[src/hdl/qeb_pkg.sv]
// Purpose: Shared constants, word layouts and bus carrier of the event formatter.
// Assumes: Register offsets are byte offsets from the module base address.
// Notes: Every offset, reset value and field position used by the design is here.
package qeb_pkg;
    localparam int unsigned VAL_W = 12;
    localparam int unsigned EVC_W = 24;
    // ****************************************
    // Register offsets
    // ****************************************
    localparam logic [15:0] WIN_LAST = 16'h07fc;
    localparam logic [15:0] GEO_OFS = 16'h1002;
    localparam logic [15:0] STAT1_OFS = 16'h100e;
    localparam logic [15:0] SSRST_OFS = 16'h1016;
    localparam logic [15:0] EVL_OFS = 16'h1024;
    localparam logic [15:0] EVH_OFS = 16'h1026;
    localparam logic [15:0] BS2_OFS = 16'h1032;
    localparam logic [15:0] BC2_OFS = 16'h1034;
    localparam logic [15:0] CRATE_OFS = 16'h103c;
    localparam logic [15:0] EVRST_OFS = 16'h1040;
    localparam logic [15:0] THR_FIRST = 16'h1080;
    localparam logic [15:0] THR_LAST = 16'h10bf;
    // ****************************************
    // Field positions and reset values
    // ****************************************
    localparam int unsigned BS2_OVF_KEEP = 3;
    localparam int unsigned BS2_UNDER_KEEP = 4;
    localparam int unsigned BS2_COUNT_ALL = 14;
    localparam int unsigned THR_KILL_BIT = 8;
    localparam int unsigned ST1_READY_BIT = 0;
    localparam int unsigned ST1_BUSY_BIT = 2;
    localparam int unsigned ST1_AMNESIA_BIT = 4;
    localparam logic [4:0] GEO_RST = 5'h1f;
    localparam logic [7:0] CRATE_RST = 8'h00;
    localparam logic [15:0] BS2_RST = 16'h0000;
    // ****************************************
    // Word type codes
    // ****************************************
    localparam logic [2:0] TYPE_HEAD = 3'h2;
    localparam logic [2:0] TYPE_DATA = 3'h0;
    localparam logic [2:0] TYPE_EOE = 3'h4;
    localparam logic [2:0] TYPE_NVD = 3'h6;
    localparam logic [31:0] NVD_WORD = 32'h0600_0000;

    typedef struct packed {
        logic [4:0] geo;
        logic [2:0] wtype;
        logic [7:0] crate;
        logic [1:0] zero;
        logic [5:0] stored_channel_count;
        logic [7:0] rsv;
    } qeb_header_type;

    typedef struct packed {
        logic [4:0] geo;
        logic [2:0] wtype;
        logic [2:0] rsv;
        logic [4:0] chan;
        logic [1:0] zero;
        logic below_threshold_flag;
        logic conversion_overflow_flag;
        logic [VAL_W-1:0] value;
    } qeb_data_type;

    typedef struct packed {
        logic [4:0] geo;
        logic [2:0] wtype;
        logic [EVC_W-1:0] evcnt;
    } qeb_eoe_type;

    typedef struct packed {
        logic rd;
        logic wr;
        logic broadcast_write;
        logic [15:0] addr;
        logic [15:0] wdata;
    } qeb_busreq_type;
endpackage

[src/hdl/qeb_fifo.sv]
// Purpose: Word FIFO with registered read data, valid and ready on both sides.
// Assumes: DEPTH is a power of two; clr empties it in one cycle.
// Notes: The head word sits in an output register, so it is read with no delay.
`timescale 1ns/1ps
module qeb_fifo #(
    parameter int unsigned WIDTH = 32,
    parameter int unsigned DEPTH = 16
) (
    input wire logic clk_i, // System clock.
    input wire logic nrst_i, // Asynchronous reset, low.
    input wire logic clr_i, // Synchronous flush.
    input wire logic [WIDTH-1:0] in_data_i, // Word to store.
    input wire logic in_valid_i, // Word offered.
    output logic in_ready_o, // Room for a word.
    output logic [WIDTH-1:0] out_data_o, // Head word.
    output logic out_valid_o, // Head word present.
    input wire logic out_ready_i // Head word taken.
);
    localparam int unsigned AW = $clog2(DEPTH);
    if (DEPTH < 2 || (1 << AW) != DEPTH) begin : g_bad_depth
        $error("DEPTH must be a power of two");
    end
    typedef struct packed {
        logic [AW-1:0] wp;
        logic [AW-1:0] rp;
        logic [AW:0] cnt;
        logic [WIDTH-1:0] dout;
        logic ov;
    } qeb_fifo_state_type;
    qeb_fifo_state_type s_q, s_d;
    logic [WIDTH-1:0] mem [DEPTH];
    logic push, load;

    assign in_ready_o = (s_q.cnt != (AW+1)'(DEPTH));
    assign push = in_valid_i && in_ready_o && !clr_i;
    assign load = (!s_q.ov || out_ready_i) && (s_q.cnt != '0) && !clr_i;
    assign out_data_o = s_q.dout;
    assign out_valid_o = s_q.ov;

    always_comb begin
        s_d = s_q;
        if (push) s_d.wp = s_q.wp + 1'b1;
        if (load) begin
            s_d.rp = s_q.rp + 1'b1;
            s_d.dout = mem[s_q.rp];
            s_d.ov = 1'b1;
        end else if (out_ready_i) begin
            s_d.ov = 1'b0;
        end
        s_d.cnt = s_q.cnt + (AW+1)'(push) - (AW+1)'(load);
        if (clr_i) s_d = '0;
    end

    always_ff @(posedge clk_i) begin
        if (push) mem[s_q.wp] <= in_data_i;
    end

    always_ff @(posedge clk_i or negedge nrst_i) begin
        if (!nrst_i) s_q <= '0;
        else s_q <= s_d;
    end
endmodule

[src/hdl/qeb_formatter.sv]
// Purpose: Build event records from converter results and serve them on the bus.
// Assumes: One gate result at a time; threshold compare happens upstream.
// Notes: Gates arriving while an event is still being built are dropped (busy).
`timescale 1ns/1ps
// Summary of operation
// RULE_01: Event words read from read-only window.
// RULE_02: Event is header, data words, end word.
// RULE_03: Header holds slot, 010, chassis, count.
// RULE_04: Data word type 000 and channel number.
// RULE_05: Bit 13 marks value below threshold.
// RULE_06: Below-threshold kept only when bits 3,4 set.
// RULE_07: Bit 12 marks converter overflow.
// RULE_08: Bits 11..0 hold converted value.
// RULE_09: End word holds slot, 100, event counter.
// RULE_10: Only codes 010,000,100,110 are emitted.
// RULE_11: Empty read returns not-valid word 110.
// RULE_12: Slot identifier in bits 31..27.
// RULE_13: Channels stored in interleaved order.
// RULE_14: Suppressed or killed channels are omitted.
// RULE_15: Gate with no stored channel stores nothing.
// RULE_16: Each stored event advances the slot pointer.
// RULE_17: Count-all mode counts empty gates too.
// RULE_18: Broadcast writes accepted, write-only.
// RULE_19: Master writes slot id without backplane connector.
// RULE_20: Ready flag while a complete event stored.
// RULE_21: Slot id defaults ones, applies after reset.
// RULE_22: Not-valid word otherwise all zeros.
module qeb_formatter #(
    parameter int unsigned NCH = 32,
    parameter int unsigned DEPTH = 16
) (
    input wire logic SYS_CLK_I, // 10 MHz system clock.
    input wire logic NRST_I, // Asynchronous reset, low.
    input wire qeb_pkg::qeb_busreq_type BUS_REQ_I, // Register bus request.
    output logic [31:0] BUS_RDATA_O, // Read data.
    output logic BUS_ACK_O, // Cycle answered.
    input wire logic CONV_GATE_I, // Results below are valid.
    input wire logic [NCH*qeb_pkg::VAL_W-1:0] CONV_VALUE_I, // Values.
    input wire logic [NCH-1:0] CONV_OVF_I, // Overflow per channel.
    input wire logic [NCH-1:0] CONV_UNDER_I, // Below threshold.
    input wire logic AUX_PRESENT_I, // Slot connector fitted.
    input wire logic [4:0] GEO_SLOT_I, // Slot from backplane.
    output logic EVENT_AVAILABLE_O, // Complete event stored.
    output logic BUSY_O // Gate would be dropped.
);
    localparam int unsigned CW = $clog2(NCH);
    localparam int unsigned VW = qeb_pkg::VAL_W;
    if (NCH != 16 && NCH != 32) begin : g_bad_nch
        $error("NCH must be 16 or 32");
    end
    typedef enum logic [3:0] {
        ST_IDLE = 4'h1,
        ST_HEAD = 4'h2,
        ST_DATA = 4'h4,
        ST_TAIL = 4'h8
    } qeb_st_type;
    typedef struct packed {
        qeb_st_type st;
        logic [CW-1:0] k;
        logic [NCH-1:0] qual;
        logic [NCH-1:0] ovf;
        logic [NCH-1:0] under;
        logic [NCH-1:0][VW-1:0] vals;
        logic [5:0] ncnt;
        logic [qeb_pkg::EVC_W-1:0] evsnap;
        logic [qeb_pkg::EVC_W-1:0] evcnt;
        logic [7:0] events;
        logic [7:0] slot;
        logic [4:0] geo;
        logic [4:0] geo_pend;
        logic init;
        logic [7:0] crate;
        logic [15:0] bs2;
        logic [NCH-1:0] kill;
        logic [31:0] rdata;
        logic ack;
        logic busy;
        logic event_available_flag;
        logic clr;
    } qeb_state_type;
    qeb_state_type s_q, s_d;
    logic [CW-1:0] ch;
    logic [31:0] word;
    logic push_v, push_rdy, pop_rdy, out_v, win_rd, eoe_push, eoe_pop;
    logic [31:0] out_w;
    logic [NCH-1:0] qmask;
    logic [5:0] qcnt;
    logic [15:0] a;
    logic wr, rd;
    qeb_pkg::qeb_header_type hw;
    qeb_pkg::qeb_data_type dw;
    qeb_pkg::qeb_eoe_type ew;

    assign a = BUS_REQ_I.addr;
    assign wr = BUS_REQ_I.wr;
    assign rd = BUS_REQ_I.rd && !BUS_REQ_I.broadcast_write; // see RULE_18
    assign ch = {s_q.k[0], s_q.k[CW-1:1]}; // see RULE_13
    assign win_rd = rd && (a <= qeb_pkg::WIN_LAST); // see RULE_01
    assign pop_rdy = win_rd && out_v;

    // ****************************************
    // Channel qualification
    // ****************************************
    always_comb begin
        qmask = ~s_q.kill; // see RULE_14
        qcnt = '0;
        for (int i = 0; i < NCH; i++) begin
            if (CONV_OVF_I[i] && !s_q.bs2[qeb_pkg::BS2_OVF_KEEP]) qmask[i] = 1'b0;
            if (CONV_UNDER_I[i] && !(s_q.bs2[qeb_pkg::BS2_OVF_KEEP]
                    && s_q.bs2[qeb_pkg::BS2_UNDER_KEEP])) qmask[i] = 1'b0; // see RULE_06
            qcnt = qcnt + 6'(qmask[i]);
        end
    end

    // ****************************************
    // Word assembly
    // ****************************************
    always_comb begin
        hw = '0;
        hw.geo = s_q.geo; // see RULE_12
        hw.wtype = qeb_pkg::TYPE_HEAD; // see RULE_03
        hw.crate = s_q.crate;
        hw.stored_channel_count = s_q.ncnt;
        dw = '0;
        dw.geo = s_q.geo;
        dw.wtype = qeb_pkg::TYPE_DATA; // see RULE_04
        dw.chan = (NCH == 32) ? 5'(ch) : 5'({ch, 1'b0});
        dw.below_threshold_flag = s_q.under[ch]; // see RULE_05
        dw.conversion_overflow_flag = s_q.ovf[ch]; // see RULE_07
        dw.value = s_q.vals[ch]; // see RULE_08
        ew.geo = s_q.geo;
        ew.wtype = qeb_pkg::TYPE_EOE; // see RULE_09
        ew.evcnt = s_q.evsnap;
        push_v = 1'b0;
        word = hw;
        case (s_q.st) // see RULE_10
            ST_HEAD: push_v = 1'b1;
            ST_DATA: begin
                push_v = s_q.qual[ch];
                word = dw;
            end
            ST_TAIL: begin
                push_v = 1'b1;
                word = ew;
            end
            default: push_v = 1'b0;
        endcase
    end

    assign eoe_push = push_v && push_rdy && (s_q.st == ST_TAIL);
    assign eoe_pop = pop_rdy && (out_w[26:24] == qeb_pkg::TYPE_EOE);

    qeb_fifo #(
        .WIDTH(32),
        .DEPTH(DEPTH)
    ) u_store (
        .clk_i(SYS_CLK_I),
        .nrst_i(NRST_I),
        .clr_i(s_q.clr),
        .in_data_i(word),
        .in_valid_i(push_v),
        .in_ready_o(push_rdy),
        .out_data_o(out_w),
        .out_valid_o(out_v),
        .out_ready_i(pop_rdy)
    );

    // ****************************************
    // Next state
    // ****************************************
    always_comb begin
        s_d = s_q;
        s_d.ack = 1'b0;
        s_d.rdata = '0;
        s_d.clr = 1'b0;
        if (!s_q.init) begin
            s_d.init = 1'b1;
            s_d.geo = AUX_PRESENT_I ? GEO_SLOT_I : s_q.geo_pend; // see RULE_21
        end
        case (s_q.st)
            ST_IDLE: begin
                if (CONV_GATE_I) begin
                    s_d.qual = qmask;
                    s_d.ovf = CONV_OVF_I;
                    s_d.under = CONV_UNDER_I;
                    s_d.vals = CONV_VALUE_I;
                    s_d.ncnt = qcnt;
                    s_d.evsnap = s_q.evcnt;
                    s_d.k = '0;
                    if (qcnt != '0 || s_q.bs2[qeb_pkg::BS2_COUNT_ALL]) begin
                        s_d.evcnt = s_q.evcnt + 1'b1; // see RULE_17
                    end
                    if (qcnt != '0) s_d.st = ST_HEAD; // see RULE_15
                end
            end
            ST_HEAD: if (push_rdy) s_d.st = ST_DATA; // see RULE_02
            ST_DATA: begin
                if (!push_v || push_rdy) begin
                    s_d.k = s_q.k + 1'b1;
                    if (s_q.k == CW'(NCH-1)) s_d.st = ST_TAIL;
                end
            end
            ST_TAIL: begin
                if (push_rdy) begin
                    s_d.st = ST_IDLE;
                    s_d.slot = s_q.slot + 1'b1; // see RULE_16
                end
            end
            default: s_d.st = ST_IDLE;
        endcase
        s_d.events = s_q.events + 8'(eoe_push) - 8'(eoe_pop);
        // Register reads; the window pops one word per read.
        if (rd) begin
            s_d.ack = 1'b1;
            if (win_rd) s_d.rdata = out_v ? out_w : qeb_pkg::NVD_WORD; // see RULE_11, RULE_22
            else if (a == qeb_pkg::GEO_OFS) s_d.rdata = 32'(s_q.geo);
            else if (a == qeb_pkg::STAT1_OFS) begin
                s_d.rdata[qeb_pkg::ST1_READY_BIT] = s_q.event_available_flag;
                s_d.rdata[qeb_pkg::ST1_BUSY_BIT] = s_q.busy;
                s_d.rdata[qeb_pkg::ST1_AMNESIA_BIT] = !AUX_PRESENT_I;
            end
            else if (a == qeb_pkg::EVL_OFS) s_d.rdata = 32'(s_q.evcnt[15:0]);
            else if (a == qeb_pkg::EVH_OFS) s_d.rdata = 32'(s_q.evcnt[23:16]);
            else if (a == qeb_pkg::BS2_OFS) s_d.rdata = 32'(s_q.bs2);
            else if (a == qeb_pkg::CRATE_OFS) s_d.rdata = 32'(s_q.crate);
        end
        // Writes, direct or broadcast, land in the same registers.
        if (wr) begin
            s_d.ack = 1'b1; // see RULE_18
            if (a == qeb_pkg::GEO_OFS) begin
                // A fitted connector owns the slot id, so the cycle times out.
                s_d.ack = !AUX_PRESENT_I;
                if (!AUX_PRESENT_I) s_d.geo_pend = BUS_REQ_I.wdata[4:0]; // see RULE_19
            end
            else if (a == qeb_pkg::BS2_OFS) s_d.bs2 = s_q.bs2 | BUS_REQ_I.wdata;
            else if (a == qeb_pkg::BC2_OFS) s_d.bs2 = s_q.bs2 & ~BUS_REQ_I.wdata;
            else if (a == qeb_pkg::CRATE_OFS) s_d.crate = BUS_REQ_I.wdata[7:0];
            else if (a == qeb_pkg::EVRST_OFS) s_d.evcnt = '0;
            else if (a >= qeb_pkg::THR_FIRST && a <= qeb_pkg::THR_LAST) begin
                if ((a - qeb_pkg::THR_FIRST) < 16'(2 * NCH)) begin
                    s_d.kill[CW'((a - qeb_pkg::THR_FIRST) >> 1)] =
                        BUS_REQ_I.wdata[qeb_pkg::THR_KILL_BIT];
                end
            end
            else if (a == qeb_pkg::SSRST_OFS) begin
                // Single shot reset: flush the store and reload the slot id.
                s_d.clr = 1'b1;
                s_d.st = ST_IDLE;
                s_d.events = '0;
                s_d.evcnt = '0;
                s_d.slot = '0;
                s_d.init = 1'b0; // see RULE_21
            end
        end
        s_d.event_available_flag = (s_d.events != '0); // see RULE_20
        s_d.busy = (s_d.st != ST_IDLE);
    end

    always_ff @(posedge SYS_CLK_I or negedge NRST_I) begin
        if (!NRST_I) begin
            s_q <= '0;
            s_q.st <= ST_IDLE;
            s_q.geo <= qeb_pkg::GEO_RST;
            s_q.geo_pend <= qeb_pkg::GEO_RST;
            s_q.crate <= qeb_pkg::CRATE_RST;
            s_q.bs2 <= qeb_pkg::BS2_RST;
        end else begin
            s_q <= s_d;
        end
    end

    assign BUS_RDATA_O = s_q.rdata;
    assign BUS_ACK_O = s_q.ack;
    assign EVENT_AVAILABLE_O = s_q.event_available_flag;
    assign BUSY_O = s_q.busy;

    // ****************************************
    // Checks
    // ****************************************
    logic [5:0] dcount_q;
    always_ff @(posedge SYS_CLK_I or negedge NRST_I) begin
        if (!NRST_I) dcount_q <= '0;
        else if (s_q.st == ST_HEAD) dcount_q <= '0;
        else if (push_v && push_rdy && s_q.st == ST_DATA) dcount_q <= dcount_q + 1'b1;
    end

    property p_empty_read;
        @(posedge SYS_CLK_I) disable iff (!NRST_I)
        win_rd && !out_v |=> BUS_ACK_O && BUS_RDATA_O == 32'h0600_0000;
    endproperty
    a_empty_read: assert property (p_empty_read) else $error("bad not-valid word"); // see RULE_11
    property p_slot_field;
        @(posedge SYS_CLK_I) disable iff (!NRST_I)
        push_v |-> word[31:27] == s_q.geo && word[26:24] != 3'h6;
    endproperty
    a_slot_field: assert property (p_slot_field) else $error("bad slot field"); // see RULE_12
    property p_header;
        @(posedge SYS_CLK_I) disable iff (!NRST_I)
        s_q.st == ST_HEAD |-> word[26:24] == 3'h2 && word[15:14] == 2'h0
            && word[23:16] == s_q.crate && word[13:8] == $countones(s_q.qual);
    endproperty
    a_header: assert property (p_header) else $error("bad header word"); // see RULE_03
    property p_count_match;
        @(posedge SYS_CLK_I) disable iff (!NRST_I)
        s_q.st == ST_TAIL |-> dcount_q == s_q.ncnt && word[26:24] == 3'h4;
    endproperty
    a_count_match: assert property (p_count_match) else $error("data count mismatch"); // see RULE_02
    property p_data_fields;
        @(posedge SYS_CLK_I) disable iff (!NRST_I)
        s_q.st == ST_DATA && push_v |-> word[26:24] == 3'h0
            && word[13] == s_q.under[ch] && word[12] == s_q.ovf[ch] && s_q.qual[ch];
    endproperty
    a_data_fields: assert property (p_data_fields) else $error("bad data word"); // see RULE_05
    property p_empty_gate;
        @(posedge SYS_CLK_I) disable iff (!NRST_I)
        s_q.st == ST_IDLE && CONV_GATE_I && qcnt == 6'h0 && !wr |=> s_q.st == ST_IDLE
            && s_q.evcnt == $past(s_q.evcnt) + 24'(s_q.bs2[qeb_pkg::BS2_COUNT_ALL]);
    endproperty
    a_empty_gate: assert property (p_empty_gate) else $error("empty gate mishandled"); // see RULE_17
    property p_ready_flag;
        @(posedge SYS_CLK_I) disable iff (!NRST_I)
        eoe_push && !eoe_pop && !wr |=> EVENT_AVAILABLE_O ##0 s_q.slot == $past(s_q.slot) + 8'h1;
    endproperty
    a_ready_flag: assert property (p_ready_flag) else $error("ready flag missing"); // see RULE_20
    property p_geo_hold;
        @(posedge SYS_CLK_I) disable iff (!NRST_I)
        s_q.init && wr && a == qeb_pkg::GEO_OFS |=> s_q.geo == $past(s_q.geo);
    endproperty
    a_geo_hold: assert property (p_geo_hold) else $error("slot id changed early"); // see RULE_21
    property p_bcast_read;
        @(posedge SYS_CLK_I) disable iff (!NRST_I)
        BUS_REQ_I.rd && BUS_REQ_I.broadcast_write && !wr |=> !BUS_ACK_O;
    endproperty
    a_bcast_read: assert property (p_bcast_read) else $error("broadcast read answered"); // see RULE_18
    // A reserved code in the store would make a reader lose track of event borders.
    property p_word_type;
        @(posedge SYS_CLK_I) disable iff (!NRST_I)
        push_v |-> word[26:24] == 3'h2 || word[26:24] == 3'h0 || word[26:24] == 3'h4;
    endproperty
    a_word_type: assert property (p_word_type) else $error("reserved word type"); // see RULE_10
endmodule

[config.mk]
export PLATFORM = sky130hd
export DESIGN_NAME = qeb_formatter
export DESIGN_NICKNAME = d
export VERILOG_FILES = /design/src/hdl/qeb_pkg.sv /design/src/hdl/qeb_fifo.sv /design/src/hdl/qeb_formatter.sv
export SDC_FILE = /design/constraint.sdc
export NUM_CORES = 2
export LEC_CHECK = 0
export BUFFER_PORTS_ARGS = -buffer_cell sky130_fd_sc_hd__buf_4
export CORE_MARGIN = 2
export CORE_UTILIZATION = 54
export CTS_CLUSTER_SIZE = 28
export DETAILED_ROUTE_END_ITERATION = 10
export HOLD_SLACK_MARGIN = 0.1
export MAX_ROUTING_LAYER = met4
export PLACE_DENSITY = 0.78
export SETUP_SLACK_MARGIN = 0.2
export SLEW_MARGIN = 10
export SYNTH_ARGS = -nofsm -noshare
export SYNTH_HDL_FRONTEND = slang
export SYNTH_SLANG_ARGS = --single-unit
[constraint.sdc]
create_clock -name SYS_CLK_I -period 6.2 [get_ports SYS_CLK_I]
set_input_delay 0.93 -clock SYS_CLK_I [delete_from_list [all_inputs] [get_ports SYS_CLK_I]]
set_output_delay 0.93 -clock SYS_CLK_I [all_outputs]
set_load 0.03 [all_outputs]
After elaboration in Yosys (flattened, before gate mapping). Memory sizes are Yosys's and may differ from the RTL's. Cells that the tools add are included.

$add $sub $neg: 41. Order comparisons: 7. Equality and inequality tests: 19. Mux-type cells: 156. Bitwise logic cells: 10. Reductions and logical operators: 101.

Operators by type and width (number): 2-to-1 mux 543 bit (1); 2-to-1 mux 32 bit (13); 2-to-1 mux 40 bit (7); adder 6 x 1 -> 6 bit (26); == test 16 x 13 -> 1 bit (second input constant) (9); 2-to-1 mux 57 bit (2); 2-to-1 mux 1 bit (91); logical AND 1 bit (76); 2-to-1 mux 24 bit (3); binary-select mux 12 bit (select 5 bit) (1); 2-to-1 mux 4 bit (14); one-hot mux 27 bit (2 select lines) (1); 2-to-1 mux 16 bit (3); 2-to-1 mux 46 bit (1); 2-to-1 mux 33 bit (1); bitwise mux 32 bit (1); 2-to-1 mux 8 bit (4); inverter 32 bit (1); 2-to-1 mux 27 bit (1); 2-to-1 mux 9 bit (3); adder 24 x 1 -> 24 bit (second input constant) (1); bitwise AND 16 bit (1); >= comparator 16 x 13 -> 1 bit (second input constant) (1); less-or-equal comparator 16 x 11 -> 1 bit (second input constant) (1); 48 further kinds (71).

Register bits after elaboration: 708. Memory bits (writable): 512. Bits of input ports: 492. Output and inout bits: 35. Logic and storage cells: 393. Memories: 1.

Memory list: u_store.mem (depth 16, width 32, rd ports 1, clocked after Yosys merged registers in 0, wr ports 1, line qeb_fifo.sv:31) `logic [WIDTH-1:0] mem [DEPTH];`.

Depth between registers and ports, before layout.
Word-level depth: 49. Gate-level depth with buffers: 23. Mapped depth without buffers: 22.

Cells and area by module. From an unflattened synthesis, not the netlist that was laid out.

Cells, all modules: 4504. Area, all modules: 53645.2 um^2.

Modules (own cells, without submodules): qeb_formatter (instances 1, cells each 3361, area each 31755.5 um^2, seq. area each 16379.5 um^2); qeb_fifo (instances 1, cells each 1143, area each 21889.7 um^2, seq. area each 16525.8 um^2).

Least setup slack after synthesis. No wires, ideal clock.

Path kind: input to register. Start point: in CONV_UNDER_I[25]. End point: reg s_q[133] (netlist name). Setup time: 0.110 ns. Arrival time: 6.174 ns. Required time: 6.090 ns. Setup slack: -0.084 ns. Cell stages on the path: 20. Cells stage by stage: inv_1 -> o21ai_0 -> o21ai_0 -> nand2b_1 -> fa_1 -> inv_1 -> fa_1 -> fa_1 -> fa_1 -> fa_1 -> fa_1 -> ha_1 -> fa_1 -> a21o_1 -> a21oi_1 -> nand3_1 -> o311ai_2 -> buf_4 -> o311ai_0 -> o41ai_1.

RTL lines: start, declared (line qeb_formatter.sv:40) `input wire logic [NCH-1:0] CONV_UNDER_I,`; end, declared (line qeb_formatter.sv:81) `qeb_state_type s_q, s_d;`.

==> impl_metrics.json <==
{
  "status": "complete, but fails checks",
  "failed_checks": "DRC",
  "slowest_delay_ns": 0.56,
  "tightestPinTransition_ns": 1.19,
  "ios": 527,
  "dieHeight_um": 316,
  "dp_hpwl_um": 102000,
  "cpMaxStageDelayCell": "fa_1",
  "crit_fanout": 4,
  "gp_congestion": 0.946,
  "rsz0062_at_grt": "yes",
  "drt-total-wl_um": 157000,
  "worst-path-buf-inv": 5,
  "pwr-share-clk_pct": 28.9,
  "cts_tree": "done",
  "synthArstFlopShare_pct": 58.5,
  "root_buffer": "clkbuf_16",
  "finalCritPeriodShare_pct": 99.9,
  "num_rows": 114,
  "ys_types": 85,
  "fin_hold_ws_ns": 0.209,
  "cts_buffers": 117,
  "crit_type": "reg2reg",
  "ys_seq_area_share_pct": 61.6,
  "track_usage_pct": 32.3,
  "area_growth_pct": 18.9,
  "leakagePower_nw": 27.3,
  "clk_path_buf_depth": 3,
  "total_power_mw": 25.6,
  "drive_above_1_share_pct": 26.2,
  "final_cells": 6133,
  "hold_viol_final": 0,
  "timing.fmax_mhz": 161,
  "synth_edf_count": 496,
  "crit_family": "adder cells",
  "skew_ns": 0.0211,
  "grt-ovfl-total": 0,
  "dp_cells": 5862,
  "irDropWorstVdd_uv": 359,
  "clk_latency_ns": 0.71,
  "drt_iter0_markers": 4586,
  "via_count": 36800,
  "io_buffers": 525,
  "swShare_pct": 32.0,
  "start_kind": "flop",
  "drc": 4,
  "layout_min_cycle_time_ns": 6.19,
  "min_path_type": "in2async",
  "syn_nets": 4816,
  "vias_per_cell": 6.00,
  "clock-sinks": 1194,
  "maxCapViolations": 0,
  "ys_seq_elements": 1194,
  "wire_per_inst_um": 25.5,
  "nFillCells": 6951,
  "die_x_um": 316,
  "grt_pass1_vias": 37000,
  "crit_path_cell_trace": "buf_6, buf_16, nand2b_4, a21oi_4, nor2_4, fa_1, fa_1, fa_1, fa_1, fa_1, fa_1, ha_2, fa_2, a21o_1, a21oi_2, nand3_2, buf_6, o311ai_4, buf_6, clkbuf_16, o211ai_1, nand2_1",
  "grt_first_pass_wirelength_um": 231000,
  "setup-violations-final": 0,
  "timing.final.max_slew_violations": 0,
  "grt_max_degree": 190,
  "final_cell_area_um2": 62500,
  "cp_data_required_time_ns": 6.83,
  "synth_top_flop_cell": "dfrtp_1",
  "netlist_area_um2": 52600,
  "clkTransAtPathRegs_ns": 0.06,
  "power_frac_comb_pct": 27.5,
  "nNetsFinal": 5281,
  "p_switching_mw": 8.20,
  "final_common_cell": "nand2_1",
  "end_kind": "flop",
  "arrival_ns": 6.83,
  "syn_area_per_cell_um2": 12.3,
  "crit_top_cell": "fa_1",
  "hold_buffers": 0,
  "p_int_mw": 17.4,
  "synthCells": 4268,
  "max_slew_margin_pct": 20.3,
  "ys_warn_count": 0,
  "placed_area_um2": 57800,
  "finalSetupTns_ns": 0,
  "seq_power_share_pct": 43.6,
  "antenna_found_initial": 21,
  "cts.htree.levels": 3,
  "ant_nets": 0,
  "coreArea_um2": 96600,
  "drt_pass1_iterations": 11,
  "most-common-layout-cells": "1,623 x nand2_1, 678 x dfrtp_1, 592 x buf_4, 496 x edfxtp_1, 276 x mux4_2",
  "initial_core_util_pct": 54.4,
  "powerDensity_nw_per_um2": 410,
  "die_area_um2": 99900
}
routing by layer:
metal | GRT usage, % | share of wire [%] | vias up
li1 | - | - | 15800
met1 | 40.7 | 36 | 18500
met2 | 50.5 | 49 | 2071
met3 | 7.34 | 9.5 | 400
met4 | 14.4 | 5.0 | 0
met5 | - | 0 | -
cell usage after synthesis, types with 12 or more instances:
cell / count / share of area, %
dfrtp_1: 687 / 33
nor2b_1: 13 / 0.15
mux2i_1: 43 / 0.82
edfxtp_1: 496 / 28
nor3_1: 24 / 0.23
nand3_1: 16 / 0.15
fa_1: 26 / 0.99
ha_1: 30 / 0.71
clkbuf_1: 179 / 1.3
nor2_1: 119 / 0.85
buf_4: 44 / 0.63
and3_1: 19 / 0.23
inv_1: 64 / 0.46
mux4_2: 276 / 12
a22oi_1: 37 / 0.53
nand2_1: 1625 / 12
o211ai_1: 12 / 0.17
a21oi_1: 93 / 0.89
nand2b_1: 50 / 0.60
buf_6: 13 / 0.28
mux2_2: 61 / 1.3
buf_2: 44 / 0.42
a221o_1: 12 / 0.23
o21ai_0: 80 / 0.76
area by class of cell:
type	instances	area, um^2	area share (%)
well taps	1276	1600	2.55
clock inverters	49	544	0.871
diodes	20	50.0	0.0801
multi-input cells	2722	19000	30.3
repair buffers	634	5260	8.42
flip-flops and latches	1194	32400	51.8
inverters	64	250	0.400
clock buffers	174	3460	5.53
path summary, 6_finish.rpt:
| check | from | depth (start not counted) | slack [ns] | end |
|---|---|---|---|---|
| worst max-delay path | flop | 22 | 0.007 | s_q[125]$_DFF_PN0_ |
| worst min-delay path | NRST_I | 1 | 0.21 | u_store.out_data_o[17]$_DFFE_PN0P_ |
| worst max register to register | flop | 22 | 0.007 | s_q[125]$_DFF_PN0_ |
| worst min register to register | s_q[411]$_DFFE_PN0P_ | 2 | 0.47 | s_q[411]$_DFFE_PN0P_ |
| max in group asynchronous | NRST_I | 2 | 4.43 | s_q[338]$_DFFE_PN0P_ |
| min in group SYS_CLK_I | CONV_VALUE_I[209] | 3 | 0.41 | s_q[382]$_DFFE_PN0P_ |
cell families (layout without fill, tap and decap cells):
logic type      after synthesis  in the layout  share of synthesized area (%)
compound gates              310            310                           3.92
mux                         388            388                           14.1
other cells                   1             21                        0.00713
simple gates               1945           1945                           15.2
flops                      1194           1194                           61.6
xor+xnor                     22             22                          0.367
buf+inv                     352            921                           3.12
fa+ha+maj                    56             56                           1.70
state kept, by name, summed over array words and instances, names as in the netlist, named ones only:
register / count
dw: 5
u_store.s_q: 13
BUSY_O: 1
BUS_ACK_O: 1
u_store.out_valid_o: 1
s_q: 523
u_store.mem: 496
BUS_RDATA_O: 31
hw: 14
ew: 24
ch: 5
u_store.out_data_o: 31
EVENT_AVAILABLE_O: 1
power by group through the flow:
stage	clock, mW	combinational [mW]	sequential (mW)
4_1_cts	7.43	6.85	11.1
2_1_floorplan	0	4.76	10.8
3_3_place_gp	0	6.40	11.1
5_1_grt	7.74	7.76	11.3
6_report	7.39	7.05	11.2
3_5_place_dp	0	6.61	11.2
per-stage QoR:
| step | setup WS (ns) | util [%] |
|---|---|---|
| 4_1_cts | 0.0734 | 64.5 |
| 5_1_grt | -0.118 | 64.7 |
| 6_report | 0.00701 | 64.7 |
| 2_1_floorplan | 0.160 | - |
| 3_5_place_dp | -0.383 | 59.9 |
| 3_3_place_gp | -0.228 | 59.9 |
repair_timing:
item                       4_1_cts  5_1_grt
gates resized for setup         39       33
hold endpoints to repair         0        0
setup buffers                   14        5
pin swaps                       29       17
setup endpoints to repair       27       27
cloned                           7        2
(Power assumes the default switching activity.)
